<file path="config.mk">
export PLATFORM = sky130hd
export DESIGN_NAME = wdr_watchdog
export DESIGN_NICKNAME = d
export VERILOG_FILES = /design/src/hdl/wdr_pkg.sv /design/src/hdl/wdr_watchdog.sv
export SDC_FILE = /design/constraint.sdc
export NUM_CORES = 1
export LEC_CHECK = 0
export ABC_CLOCK_PERIOD_IN_PS = 6200
export BUFFER_PORTS_ARGS = -buffer_cell sky130_fd_sc_hd__buf_2
export CAP_MARGIN = 15
export CORE_ASPECT_RATIO = 1.1
export CORE_MARGIN = 2
export CORE_UTILIZATION = 45
export DETAILED_ROUTE_END_ITERATION = 10
export PLACE_DENSITY = 0.67
export SLEW_MARGIN = 0
export SYNTH_ARGS = -nofsm -noshare
export SYNTH_HDL_FRONTEND = slang
export SYNTH_SLANG_ARGS = --single-unit
</file>
<file path="constraint.sdc">
create_clock -name clk -period 6.2 [get_ports clk]
set_input_delay 0.31 -clock clk [delete_from_list [all_inputs] [get_ports clk]]
set_output_delay 0.31 -clock clk [all_outputs]
set_load 0.05 [all_outputs]
</file>
<file path="src/hdl/wdr_pkg.sv">
// Package with constants and types for the watchdog and reset controller.
package wdr_pkg;

  // Clock rates.
  localparam int unsigned CLK_HZ          = 200_000_000;
  localparam int unsigned XTAL_HZ         = 32_768;

  // Refresh interval in milliseconds and the crystal edges it spans.
  localparam int unsigned WDT_PERIOD_MS   = 1500;
  localparam int unsigned WDT_LIMIT_DEF   = WDT_PERIOD_MS * XTAL_HZ / 1000;

  // Processor reset pulse of half a crystal period, rounded down.
  localparam int unsigned HALF_XTAL_CYC   = CLK_HZ / (2 * XTAL_HZ);

  // Crystal edges from overflow until the system reset is released.
  localparam int unsigned RESTART_XTAL    = 4100;

  // Missing crystal periods that count as a stopped or slow oscillator.
  localparam int unsigned OSC_MISS_PER    = 4;
  localparam int unsigned OSC_TIMEOUT_DEF = OSC_MISS_PER * (CLK_HZ / XTAL_HZ);

  // Width of the post-overflow sequencing counters.
  localparam int unsigned SEQ_W           = 13;

  // Emulator command that restarts the watchdog.
  localparam logic [7:0]  ICE_CMD_REFRESH = 8'h14;

  // Register byte offsets.
  localparam logic [7:0]  ADDR_REFRESH    = 8'h00;
  localparam logic [7:0]  ADDR_STATUS     = 8'h04;
  localparam logic [7:0]  ADDR_INT_STAT   = 8'h08;
  localparam logic [7:0]  ADDR_INT_MASK   = 8'h0C;
  localparam logic [7:0]  ADDR_COUNT      = 8'h10;

  // Field positions.
  localparam int unsigned REFRESH_BIT     = 0;
  localparam int unsigned OVF_FLAG_BIT    = 2;
  localparam int unsigned OSC_FAIL_BIT    = 3;
  localparam int unsigned SEQ_BUSY_BIT    = 4;
  localparam int unsigned INHIBIT_BIT     = 5;
  localparam int unsigned INT_W           = 2;
  localparam int unsigned INT_OVF         = 0;
  localparam int unsigned INT_OSC         = 1;

  // AXI responses.
  localparam logic [1:0]  RESP_OKAY       = 2'h0;
  localparam logic [1:0]  RESP_SLVERR     = 2'h2;

  // Watchdog sequencer states, Gray coded along run, hold, wait.
  typedef enum logic [1:0] {
    WD_RUN  = 2'h0,
    WD_HOLD = 2'h1,
    WD_WAIT = 2'h3,
    WD_OSC  = 2'h2
  } wdr_state_t;

  // Reset source and timing inputs.
  typedef struct packed {
    logic ext_reset_n_pin;
    logic emu_reset_n;
    logic pf_below_bias;
    logic pf_tied_main;
    logic wake;
    logic crystal_clock_32k;
  } wdr_src_t;

  // Reset outputs.
  typedef struct packed {
    logic hw_reset_n;
    logic mpu_reset_n;
    logic dig_hold;
  } wdr_rst_t;

  localparam wdr_src_t SRC_RESET = 6'h32;
  localparam wdr_rst_t RST_RESET = 3'h1;

endpackage

</file>
<file path="src/hdl/wdr_watchdog.sv">
// Hardware watchdog, oscillator check and reset merge with AXI4-Lite access.
//
// Decided for this implementation: register access over AXI4-Lite and the address map.
module wdr_watchdog
  import wdr_pkg::*;
#(
  parameter int unsigned WDT_LIMIT   = WDT_LIMIT_DEF,
  parameter int unsigned OSC_TIMEOUT = OSC_TIMEOUT_DEF,
  parameter int unsigned ADDR_W      = 8
) (
  input  wire logic              clk,
  input  wire logic              nrst,
  input  wire logic [ADDR_W-1:0] s_axi_awaddr,
  input  wire logic              s_axi_awvalid,
  output logic                   s_axi_awready,
  input  wire logic [31:0]       s_axi_wdata,
  input  wire logic [3:0]        s_axi_wstrb,
  input  wire logic              s_axi_wvalid,
  output logic                   s_axi_wready,
  output logic [1:0]             s_axi_bresp,
  output logic                   s_axi_bvalid,
  input  wire logic              s_axi_bready,
  input  wire logic [ADDR_W-1:0] s_axi_araddr,
  input  wire logic              s_axi_arvalid,
  output logic                   s_axi_arready,
  output logic [31:0]            s_axi_rdata,
  output logic [1:0]             s_axi_rresp,
  output logic                   s_axi_rvalid,
  input  wire logic              s_axi_rready,
  input  wire wdr_src_t          src,
  input  wire logic              ice_cmd_valid,
  input  wire logic [7:0]        ice_cmd,
  output wdr_rst_t               rst,
  output logic                   irq
);

  localparam int unsigned CNT_W = $clog2(WDT_LIMIT + 1);
  localparam int unsigned OSC_W = $clog2(OSC_TIMEOUT + 1);
  localparam logic [CNT_W-1:0] WD_LAST   = CNT_W'(WDT_LIMIT - 1);
  localparam logic [OSC_W-1:0] OSC_LAST  = OSC_W'(OSC_TIMEOUT - 1);
  localparam logic [SEQ_W-1:0] HOLD_LAST = SEQ_W'(HALF_XTAL_CYC - 1);
  localparam logic [SEQ_W-1:0] REL_LAST  = SEQ_W'(RESTART_XTAL);

  wdr_src_t            sync1_r;
  wdr_src_t            sync2_r;
  logic                xtal_d_r;
  wdr_state_t          state_r;
  wdr_state_t          state_nxt;
  logic [CNT_W-1:0]    wd_cnt_r;
  logic [OSC_W-1:0]    osc_cnt_r;
  logic [SEQ_W-1:0]    hold_cnt_r;
  logic [SEQ_W-1:0]    rel_cnt_r;
  logic                ovf_flag_r;
  logic                osc_fail_r;
  logic [INT_W-1:0]    int_stat_r;
  logic [INT_W-1:0]    int_mask_r;
  logic [INT_W-1:0]    int_stat_nxt;
  logic                aw_full_r;
  logic                w_full_r;
  logic [ADDR_W-1:0]   awaddr_r;
  logic [31:0]         wdata_r;
  logic                wen_r;

  // Two-stage synchroniser on every source; only sync2_r is used further.
  always_ff @(posedge clk or negedge nrst) begin
    if (!nrst) begin
      sync1_r  <= SRC_RESET;
      sync2_r  <= SRC_RESET;
      xtal_d_r <= 1'b0;
    end else begin
      sync1_r  <= src;
      sync2_r  <= sync1_r;
      xtal_d_r <= sync2_r.crystal_clock_32k;
    end
  end

  // Crystal edge and reset source decode.
  wire xtal_rise = sync2_r.crystal_clock_32k & ~xtal_d_r;
  wire inhibit   = sync2_r.pf_tied_main;
  wire pf_fault  = sync2_r.pf_below_bias & ~inhibit;
  wire ext_hold  = ~sync2_r.ext_reset_n_pin | pf_fault;
  wire emu_hold  = ~sync2_r.emu_reset_n;
  wire in_run    = (state_r == WD_RUN);
  wire in_hold   = (state_r == WD_HOLD);
  wire in_seq    = in_hold | (state_r == WD_WAIT);

  // Register write decode, gated while digital logic is held.
  wire wr_go     = aw_full_r & w_full_r & ~s_axi_bvalid;
  wire [7:0] wa  = 8'(awaddr_r);
  wire wr_ok     = (wa == ADDR_REFRESH) | (wa == ADDR_STATUS) |
                   (wa == ADDR_INT_STAT) | (wa == ADDR_INT_MASK) |
                   (wa == ADDR_COUNT);
  wire wr_eff    = wr_go & wen_r & ~ext_hold;
  wire wr_refr   = wr_eff & (wa == ADDR_REFRESH) & wdata_r[REFRESH_BIT];
  wire wr_stat   = wr_eff & (wa == ADDR_STATUS);
  wire wr_istat  = wr_eff & (wa == ADDR_INT_STAT);
  wire wr_imask  = wr_eff & (wa == ADDR_INT_MASK);

  // Restart sources for the watchdog count.
  wire ice_refr  = ice_cmd_valid & (ice_cmd == ICE_CMD_REFRESH);
  wire restart   = wr_refr | ~sync2_r.wake | ice_refr |
                   ext_hold | ~in_run | inhibit;

  // Overflow and oscillator check events; no register can mask these.
  wire ovf_evt   = in_run & xtal_rise & ~restart &
                   (wd_cnt_r == WD_LAST);
  wire osc_evt   = (state_r != WD_OSC) & ~inhibit & ~xtal_rise &
                   (osc_cnt_r == OSC_LAST);

  // Sequencer next state.
  always_comb begin
    state_nxt = state_r;
    unique case (state_r)
      WD_RUN: begin
        if (ovf_evt) begin
          state_nxt = WD_HOLD;
        end
      end
      WD_HOLD: begin
        if (hold_cnt_r == HOLD_LAST) begin
          state_nxt = WD_WAIT;
        end
      end
      WD_WAIT: begin
        if (rel_cnt_r == REL_LAST) begin
          state_nxt = WD_RUN;
        end
      end
      WD_OSC: begin
        if (xtal_rise) begin
          state_nxt = WD_HOLD;
        end
      end
    endcase
    if (osc_evt) begin
      state_nxt = WD_OSC;
    end
    if (ext_hold) begin
      state_nxt = WD_RUN;
    end
  end

  // State register.
  always_ff @(posedge clk or negedge nrst) begin
    if (!nrst) begin
      state_r <= WD_RUN;
    end else begin
      state_r <= state_nxt;
    end
  end

  // Watchdog count of crystal edges.
  always_ff @(posedge clk or negedge nrst) begin
    if (!nrst) begin
      wd_cnt_r <= '0;
    end else if (restart) begin
      wd_cnt_r <= '0;
    end else if (xtal_rise) begin
      wd_cnt_r <= (wd_cnt_r == WD_LAST) ? '0 : wd_cnt_r + 1'b1;
    end
  end

  // Clock cycles since the last crystal edge.
  always_ff @(posedge clk or negedge nrst) begin
    if (!nrst) begin
      osc_cnt_r <= '0;
    end else if (xtal_rise || osc_cnt_r == OSC_LAST) begin
      osc_cnt_r <= '0;
    end else begin
      osc_cnt_r <= osc_cnt_r + 1'b1;
    end
  end

  // Processor reset pulse length in clock cycles.
  always_ff @(posedge clk or negedge nrst) begin
    if (!nrst) begin
      hold_cnt_r <= '0;
    end else if (!in_hold) begin
      hold_cnt_r <= '0;
    end else begin
      hold_cnt_r <= hold_cnt_r + 1'b1;
    end
  end

  // Crystal edges counted from the overflow to the release.
  always_ff @(posedge clk or negedge nrst) begin
    if (!nrst) begin
      rel_cnt_r <= '0;
    end else if (!in_seq) begin
      rel_cnt_r <= '0;
    end else if (xtal_rise) begin
      rel_cnt_r <= rel_cnt_r + 1'b1;
    end
  end

  // Battery-backed overflow flag: only the pin or software clears it.
  always_ff @(posedge clk or negedge nrst) begin
    if (!nrst) begin
      ovf_flag_r <= 1'b0;
    end else if (ovf_evt || osc_evt) begin
      ovf_flag_r <= 1'b1;
    end else if (!sync2_r.ext_reset_n_pin) begin
      ovf_flag_r <= 1'b0;
    end else if (wr_stat && wdata_r[OVF_FLAG_BIT]) begin
      ovf_flag_r <= 1'b0;
    end
  end

  // Oscillator failure indication, held until the crystal resumes.
  always_ff @(posedge clk or negedge nrst) begin
    if (!nrst) begin
      osc_fail_r <= 1'b0;
    end else begin
      osc_fail_r <= (state_nxt == WD_OSC);
    end
  end

  // Sticky interrupt status, set wins over the write-one clear.
  always_comb begin
    int_stat_nxt = int_stat_r;
    if (wr_istat) begin
      int_stat_nxt = int_stat_r & ~wdata_r[INT_W-1:0];
    end
    int_stat_nxt[INT_OVF] = int_stat_nxt[INT_OVF] | ovf_evt;
    int_stat_nxt[INT_OSC] = int_stat_nxt[INT_OSC] | osc_evt;
    if (ext_hold) begin
      int_stat_nxt = '0;
    end
  end

  // Interrupt status, mask and output.
  always_ff @(posedge clk or negedge nrst) begin
    if (!nrst) begin
      int_stat_r <= '0;
      int_mask_r <= '0;
      irq        <= 1'b0;
    end else begin
      int_stat_r <= int_stat_nxt;
      if (ext_hold) begin
        int_mask_r <= '0;
      end else if (wr_imask) begin
        int_mask_r <= wdata_r[INT_W-1:0];
      end
      irq <= |(int_stat_nxt & int_mask_r);
    end
  end

  // Merged reset outputs.
  always_ff @(posedge clk or negedge nrst) begin
    if (!nrst) begin
      rst <= RST_RESET;
    end else begin
      rst.hw_reset_n  <= ~(ext_hold | emu_hold |
                           (state_nxt == WD_HOLD) |
                           (state_nxt == WD_WAIT));
      rst.mpu_reset_n <= ~(ext_hold | emu_hold |
                           (state_nxt == WD_HOLD));
      rst.dig_hold    <= ext_hold;
    end
  end

  // Write address and data capture, taken in either order.
  always_ff @(posedge clk or negedge nrst) begin
    if (!nrst) begin
      aw_full_r <= 1'b0;
      w_full_r  <= 1'b0;
      awaddr_r  <= '0;
      wdata_r   <= '0;
      wen_r     <= 1'b0;
    end else begin
      if (s_axi_awvalid && s_axi_awready) begin
        aw_full_r <= 1'b1;
        awaddr_r  <= s_axi_awaddr;
      end else if (wr_go) begin
        aw_full_r <= 1'b0;
      end
      if (s_axi_wvalid && s_axi_wready) begin
        w_full_r <= 1'b1;
        wdata_r  <= s_axi_wdata;
        wen_r    <= s_axi_wstrb[0];
      end else if (wr_go) begin
        w_full_r <= 1'b0;
      end
    end
  end

  // Write ready and response channel.
  always_ff @(posedge clk or negedge nrst) begin
    if (!nrst) begin
      s_axi_awready <= 1'b0;
      s_axi_wready  <= 1'b0;
      s_axi_bvalid  <= 1'b0;
      s_axi_bresp   <= RESP_OKAY;
    end else begin
      s_axi_awready <= ~aw_full_r & ~(s_axi_awvalid & s_axi_awready) &
                       ~s_axi_bvalid;
      s_axi_wready  <= ~w_full_r & ~(s_axi_wvalid & s_axi_wready) &
                       ~s_axi_bvalid;
      if (wr_go) begin
        s_axi_bvalid <= 1'b1;
        s_axi_bresp  <= wr_ok ? RESP_OKAY : RESP_SLVERR;
      end else if (s_axi_bready) begin
        s_axi_bvalid <= 1'b0;
      end
    end
  end

  // Read decode.
  wire [7:0] ra = 8'(s_axi_araddr);
  logic [31:0] rd_word;
  logic        rd_ok;
  always_comb begin
    rd_word = '0;
    rd_ok   = 1'b1;
    unique case (ra)
      ADDR_REFRESH:  rd_word = '0;
      ADDR_STATUS: begin
        rd_word[OVF_FLAG_BIT] = ovf_flag_r;
        rd_word[OSC_FAIL_BIT] = osc_fail_r;
        rd_word[SEQ_BUSY_BIT] = in_seq;
        rd_word[INHIBIT_BIT]  = inhibit;
      end
      ADDR_INT_STAT: rd_word[INT_W-1:0] = int_stat_r;
      ADDR_INT_MASK: rd_word[INT_W-1:0] = int_mask_r;
      ADDR_COUNT:    rd_word[CNT_W-1:0] = wd_cnt_r;
      default:       rd_ok = 1'b0;
    endcase
  end

  // Read address and data channels.
  always_ff @(posedge clk or negedge nrst) begin
    if (!nrst) begin
      s_axi_arready <= 1'b0;
      s_axi_rvalid  <= 1'b0;
      s_axi_rdata   <= '0;
      s_axi_rresp   <= RESP_OKAY;
    end else begin
      s_axi_arready <= ~s_axi_rvalid & ~(s_axi_arvalid & s_axi_arready);
      if (s_axi_arvalid && s_axi_arready) begin
        s_axi_rvalid <= 1'b1;
        s_axi_rdata  <= rd_word;
        s_axi_rresp  <= rd_ok ? RESP_OKAY : RESP_SLVERR;
      end else if (s_axi_rready) begin
        s_axi_rvalid <= 1'b0;
      end
    end
  end

endmodule
</file>
==> results of run 1 <==
[state kept, by name, summed over array words and instances (netlist names), 3 cells and up]
name,flops
awaddr_r,8
hold_cnt_r,13
osc_cnt_r,15
rel_cnt_r,13
rst,3
s_axi_rdata,16
sync1_r,6
sync2_r,5
wd_cnt_r,16
wdata_r,3
[critical path: stages, from the launching register on]
cell and delay (ps):
dfrtp_1 440, or4b_1 530, nor4_1 570, nor2_1 120, a31oi_1 320, a21oi_1 160
[layer usage]
metal / global-route usage / share of wire
met2: 0.3113 / 0.49
met4: 0.05380 / 0.0091
met3: 0.05499 / 0.042
met1: 0.2433 / 0.46
met5: 0 / 0
[cell usage in the layout (no fill, tap or decap), drive strengths merged, types with 5 or more instances in the layout]
cell type and n:
dfrtp 112, nand2 74, buf 70, nor2 48, o21ai 33, xor2 20, conb 18, clkbuf 18
inv 17, nand3 16, a21oi 16, xnor2 14, mux2 14, nand4 12, or3 12, and2 12
nor3 10, nor4 7, dfstp 7, nand2b 6, ha 6, dlygate4sd3 6, clkinv 6, nor2b 5
a21boi 5, a211oi 5
[kinds of logic after synthesis]
logic type               after synthesis
buffers and inverters                 48
other                                  1
multiplexers                          16
adder cells (fa/ha/maj)                6
XOR/XNOR                              34
flip-flops                           119
AND/OR/NAND/NOR                      234
AO/OA/AOI/OAI                         83
[power groups by stage]
stage          combinational [mW]  clock [mW]  sequential [mW]
2_1_floorplan               0.170           0            0.984
3_3_place_gp                0.290           0            0.935
3_5_place_dp                0.299           0            0.939
4_1_cts                     0.303        1.07            0.926
5_1_grt                     0.327        1.10            0.940
6_report                    0.298        1.05            0.925
[through the flow]
stage	worst slack (ps)	cell area, um^2
4_1_cts	3943	6648
5_1_grt	3786	6648
6_report	3909	6648
3_5_place_dp	3850	5948
2_1_floorplan	4154	5608
3_3_place_gp	3941	5948
[cell type report]
| type | count | area [um^2] |
|---|---|---|
| clock buffer | 18 | 439.2 |
| clock inverter | 14 | 200.2 |
| fill | 1051 | 5386 |
| inverter | 16 | 60.06 |
| multi-input combinational | 391 | 2351 |
| sequential | 119 | 2987 |
| tap | 154 | 192.7 |
| timing repair buffer | 76 | 417.9 |
[worst paths after layout]
kind	to	slack, ps
max in group asynchronous	sync1_r[2]	4430
setup reg to reg	rst[1]	3910
setup / recovery	rst[1]	3910
hold / removal	sync1_r[0]	10
min in group asynchronous	rel_cnt_r[9]	460
hold reg to reg	sync2_r[3]	350
[timing repair]
action / 4_1_cts / 5_1_grt
hold buffers: 6 / 0
setup buffers: 0 / 0
endpoints found under the hold margin: 55 / 0
==> results.yml, run 1 <==
synthesis:
  synthMuxAreaShare: 0.03205
  yosysTopAreaCellShare: 0.5055
  synth_area_leaders: "dfrtp_1, nand2_1, dfstp_2, nor2_1, xor2_1"
  yosysSeqAreaShare: 0.5387
  ys_seq_elements: 119
  synth_cell_types: 59
  synthSimpleGateAreaFrac: 0.2176
  syn_area_um2: 5544
  synth_compound_area_frac: 0.09501
  synthXorXnorAreaFrac: 0.05371
  async_reset_ff_frac: 1.000
  avgSynthCellArea_um2: 10.25
  synth.most_common_cell: "dfrtp_1"
  yosys-top-cells-count: "dfrtp_1, nand2_1, nor2_1"
  syn_inst: 541
  synth_ff_type: "dfrtp_1"
  ys_warn_count: 0
  synth_top_family_by_area: "simple AND/OR/NAND/NOR gates"
  synth_top_area_cell: "dfrtp_1"
  synthAdderAreaFrac: 0.01354
  synth_edf_count: 0
sta:
  fin_skew_ps: 11.04
  finalMaxSlewViolations: 0
  finalSetupTns_ps: 0
  rsz0062_at_grt: "no"
  maxSlewHeadroom: 0.3328
  hold_slack_ps: 13.31
  setup_viol: 0
  hold_viol: 0
  period_share: 0.3694
  max_slew.worst_pin.slew_ps: 995.4
  min_period_ps: 2291
  max_freq_ghz: 0.4366
finish:
  areaGrowthSynthToFinish_pct: 19.91
  nNetsFinal: 701
  diodes: 0
  stdcell_count: 788
  utilization: 0.5524
  layout-drive-gt1-share: 0.2114
power:
  sw_frac_of_total: 0.2732
  p_sw_mw: 0.6203
  clock_power_share: 0.462
  power_frac_seq: 0.407
  intPower_mw: 1.650
  combPwrFrac: 0.131
  total_power_mw: 2.270
  p_per_area_nw_per_um2: 341.5
  leakagePower_nw: 2.929
  peakVddDrop_uv: 199.4
global_route:
  grt-ovfl-total: 0
  antenna_found_initial: 0
  first_global_vias: 4206
  grt_pass1_wl_um: 19600
  grt_max_degree: 70
  grt_usage: 0.1899
min_path:
  hold_path.startpoint: "src[0]"
  min_path_cells: 1
  hold_path.class: "primary input to flip-flop"
floorplanning:
  fp.dieArea_um2: 13230
  coreArea_um2: 12030
  ios: 119
  die_x_um: 109.8
  die_h_um: 120.4
  row_count: 42
  initial_core_util: 0.4607
clocking:
  post_cts_resize_count: 0
  cts_tree: "done"
  clk_pin_slew_ps: 60
  clock_path_buffers: 2
  htreeDepth: 4
  cts_buffers: 17
  clk_latency_ps: 410
  clkSinkCount: 119
  cts_root_buf: "clkbuf_16"
worst_setup_path:
  cp-startpoint: "rel_cnt_r[5]"
  critPathKind: "flip-flop to flip-flop"
  crit_path_end_kind: "flip-flop"
  cp_max_fo: 6
  r2r_start: "rel_cnt_r[5]"
  cp_data_arrival_time_ps: 2560
  r2r_cells: 5
  critPathLaunchType: "flip-flop"
  critPathRequiredTime_ps: 6470
run:
  maxCapViolCount: 0
detailed_routing:
  antenna_left: 0
  wl_um: 11430
  dr.pass1.iters: 4
  route.detailed.drc: 0
  wl_per_cell_um: 14.50
  viasPerCell: 5.305
  drt-initial-drc-count: 267
  via_count: 4180
placement:
  dp.cells: 750
  io_buffers: 68
  routabilityCongestion: 0.7968
  detailed_place_hpwl_um: 7768
run_status:
  status: "completed"
Power figures use the tool's default switching activity.
==> run 2: changes to the inputs <==
--- a/config.mk
+++ b/config.mk
@@ -5,7 +5,7 @@
 export SDC_FILE = /design/constraint.sdc
 export NUM_CORES = 1
 export LEC_CHECK = 0
-export ABC_CLOCK_PERIOD_IN_PS = 6200
+export ABC_CLOCK_PERIOD_IN_PS = 2180
 export BUFFER_PORTS_ARGS = -buffer_cell sky130_fd_sc_hd__buf_2
 export CAP_MARGIN = 15
 export CORE_ASPECT_RATIO = 1.1
==> constraint.sdc (replaced) <==
create_clock -name clk -period 2.18 [get_ports clk]
set_input_delay 0.109 -clock clk [delete_from_list [all_inputs] [get_ports clk]]
set_output_delay 0.109 -clock clk [all_outputs]
set_load 0.05 [all_outputs]
==> results.yml, run 2 (synthesis results as in run 1) <==
finish:
  fillers: 1036
  final_common_cell: "dfrtp_1"
  nNetsFinal: 739
  stdcell_count: 826
  final_cell_mix: "dfrtp_1, nand2_1, buf_2"
  diodes: 0
  layout-drive-gt1-share: 0.2188
  reg_top3: "s_axi_rdata: 16 flops, wd_cnt_r: 16 flops, osc_cnt_r: 15 flops"
  areaGrowthSynthToFinish_pct: 24.35
placement:
  dp.cells: 770
  pre_cts_slack_ps: 166.9
  detailed_place_hpwl_um: 8105
  io_buffers: 68
  routabilityCongestion: 0.8282
worst_setup_path:
  critPathKind: "flip-flop to flip-flop"
  critPathRequiredTime_ps: 2490
  worst-r2r-setup-slack_ps: 160
  r2r_cells: 6
  crit_path_end_kind: "flip-flop"
  cp_max_fo: 5
  r2r_end: "osc_fail_r"
  critPathLaunchType: "flip-flop"
  cp_data_arrival_time_ps: 2330
  r2r_start: "osc_cnt_r[0]"
global_route:
  grt_pass1_wl_um: 19530
  grt_usage: 0.1899
  first_global_vias: 4196
  antenna_found_initial: 0
  grt-ovfl-total: 0
  grt_max_degree: 46
sta:
  fin_skew_ps: 6.704
  min_period_ps: 2017
  rsz0062_at_grt: "no"
  max_freq_ghz: 0.4957
  finalMaxSlewViolations: 0
  period_share: 0.9253
  finalSetupTns_ps: 0
  maxSlewHeadroom: 0.3969
  worst_slack_ps: 162.8
  setup_viol: 0
  hold_viol: 0
  max_slew.worst_pin.slew_ps: 902.4
floorplanning:
  die_x_um: 109.8
  coreArea_um2: 12030
  initial_core_util: 0.4607
  ios: 119
  fp.dieArea_um2: 13230
  die_h_um: 120.4
  row_count: 42
clocking:
  clk_latency_ps: 400
  htreeDepth: 4
  post_cts_resize_count: 0
  cts_root_buf: "clkbuf_16"
  cts_buffers: 17
  cts_tree: "done"
  clock_path_buffers: 2
  clk_pin_slew_ps: 50
  clkSinkCount: 119
power:
  total_power_mw: 6.122
  leakagePower_nw: 3.075
  peakVddDrop_uv: 618.6
  p_per_area_nw_per_um2: 888.0
detailed_routing:
  viasPerCell: 5.229
  via_count: 4319
  wl_um: 11680
  dr.pass1.iters: 5
  route.detailed.drc: 0
  antenna_left: 0
  drt-initial-drc-count: 232
  wl_per_cell_um: 14.14
run_status:
  status: "completed"
min_path:
  min_path_cells: 3
  hold_path.startpoint: "s_axi_araddr[3]"
  hold_path.class: "primary input to flip-flop"
  hold_end: "s_axi_rdata[1]"
run:
  maxCapViolCount: 0
[run 2: cell types whose count changed in the layout (fill, tap and decap cells not counted), sizes merged]
| cell | previous run | this run |
|---|---|---|
| buf | 70 | 90 |
| dlygate4sd3 | 6 | 24 |
| clkbuf | 18 | 27 |
| bufinv | 4 | 1 |
| clkinvlp | 3 | 0 |
| clkinv | 6 | 4 |
| inv | 17 | 16 |
[run 2: timing repair]
item                      in CTS  in global routing
setup buffers                  0                  0
hold buffers                  24                  0
hold endpoints to repair      62                  0
[run 2: final cells by class]
cell class,count,area [um^2],area share
sequential,119,2987,0.4332
multi-input combinational,391,2351,0.3410
timing repair buffer,114,760.7,0.1103
clock buffer,27,493.0,0.07151
tap,154,192.7,0.02795
inverter,16,60.06,0.008711
clock inverter,5,50.05,0.007260
[run 2: worst max-delay path, stage by stage, from the launching register on]
cell and delay, ps:
dfrtp_1 360, ha_1 170, nand4_1 90, or3_1 350, or4_4 570, o211a_2 170, a211oi_2 210
[run 2: how the worst max path moves through the flow]
stage / slack (ps) / end / cells after the start / start
floorplan: 130 / state_r[0] / 5 / s_axi_bvalid
global placement: 140 / state_r[0] / 6 / rel_cnt_r[4]
detailed placement: 170 / state_r[0] / 6 / rel_cnt_r[4]
CTS: 140 / osc_fail_r / 6 / osc_cnt_r[0]
global route: 40 / osc_fail_r / 6 / rel_cnt_r[4]
finish: 160 / osc_fail_r / 6 / osc_cnt_r[0]
[run 2: routing by layer]
layer  global-route usage  vias to the layer above  wire length [um]  share of wire
li1                     -                     2103                 -              -
met5                    0                        -                 0              0
met1               0.2419                     2102              5252           0.45
met3              0.04582                       15               535          0.046
met4              0.05854                        0               136          0.012
met2               0.3175                       99              5752           0.49
[run 2: metrics by stage]
stage / hold slack, ps / cell area (um^2) / utilization
final: 85.69 / 6894 / 0.5729
after floorplan: -186.6 / 5608 / -
after detailed placement: 160.7 / 6111 / 0.5078
after CTS: 75.50 / 6894 / 0.5729
after global routing: 105.4 / 6894 / 0.5729
after global placement: 160.4 / 6111 / 0.5078
[run 2: power by group]
group / leakage (nW) / switching, mW / total (mW) / internal (mW)
logic: 1.24 / 0.585 / 0.949 / 0.364
clock network: 0.269 / 0.907 / 2.56 / 1.65
registers: 1.57 / 0.174 / 2.62 / 2.44
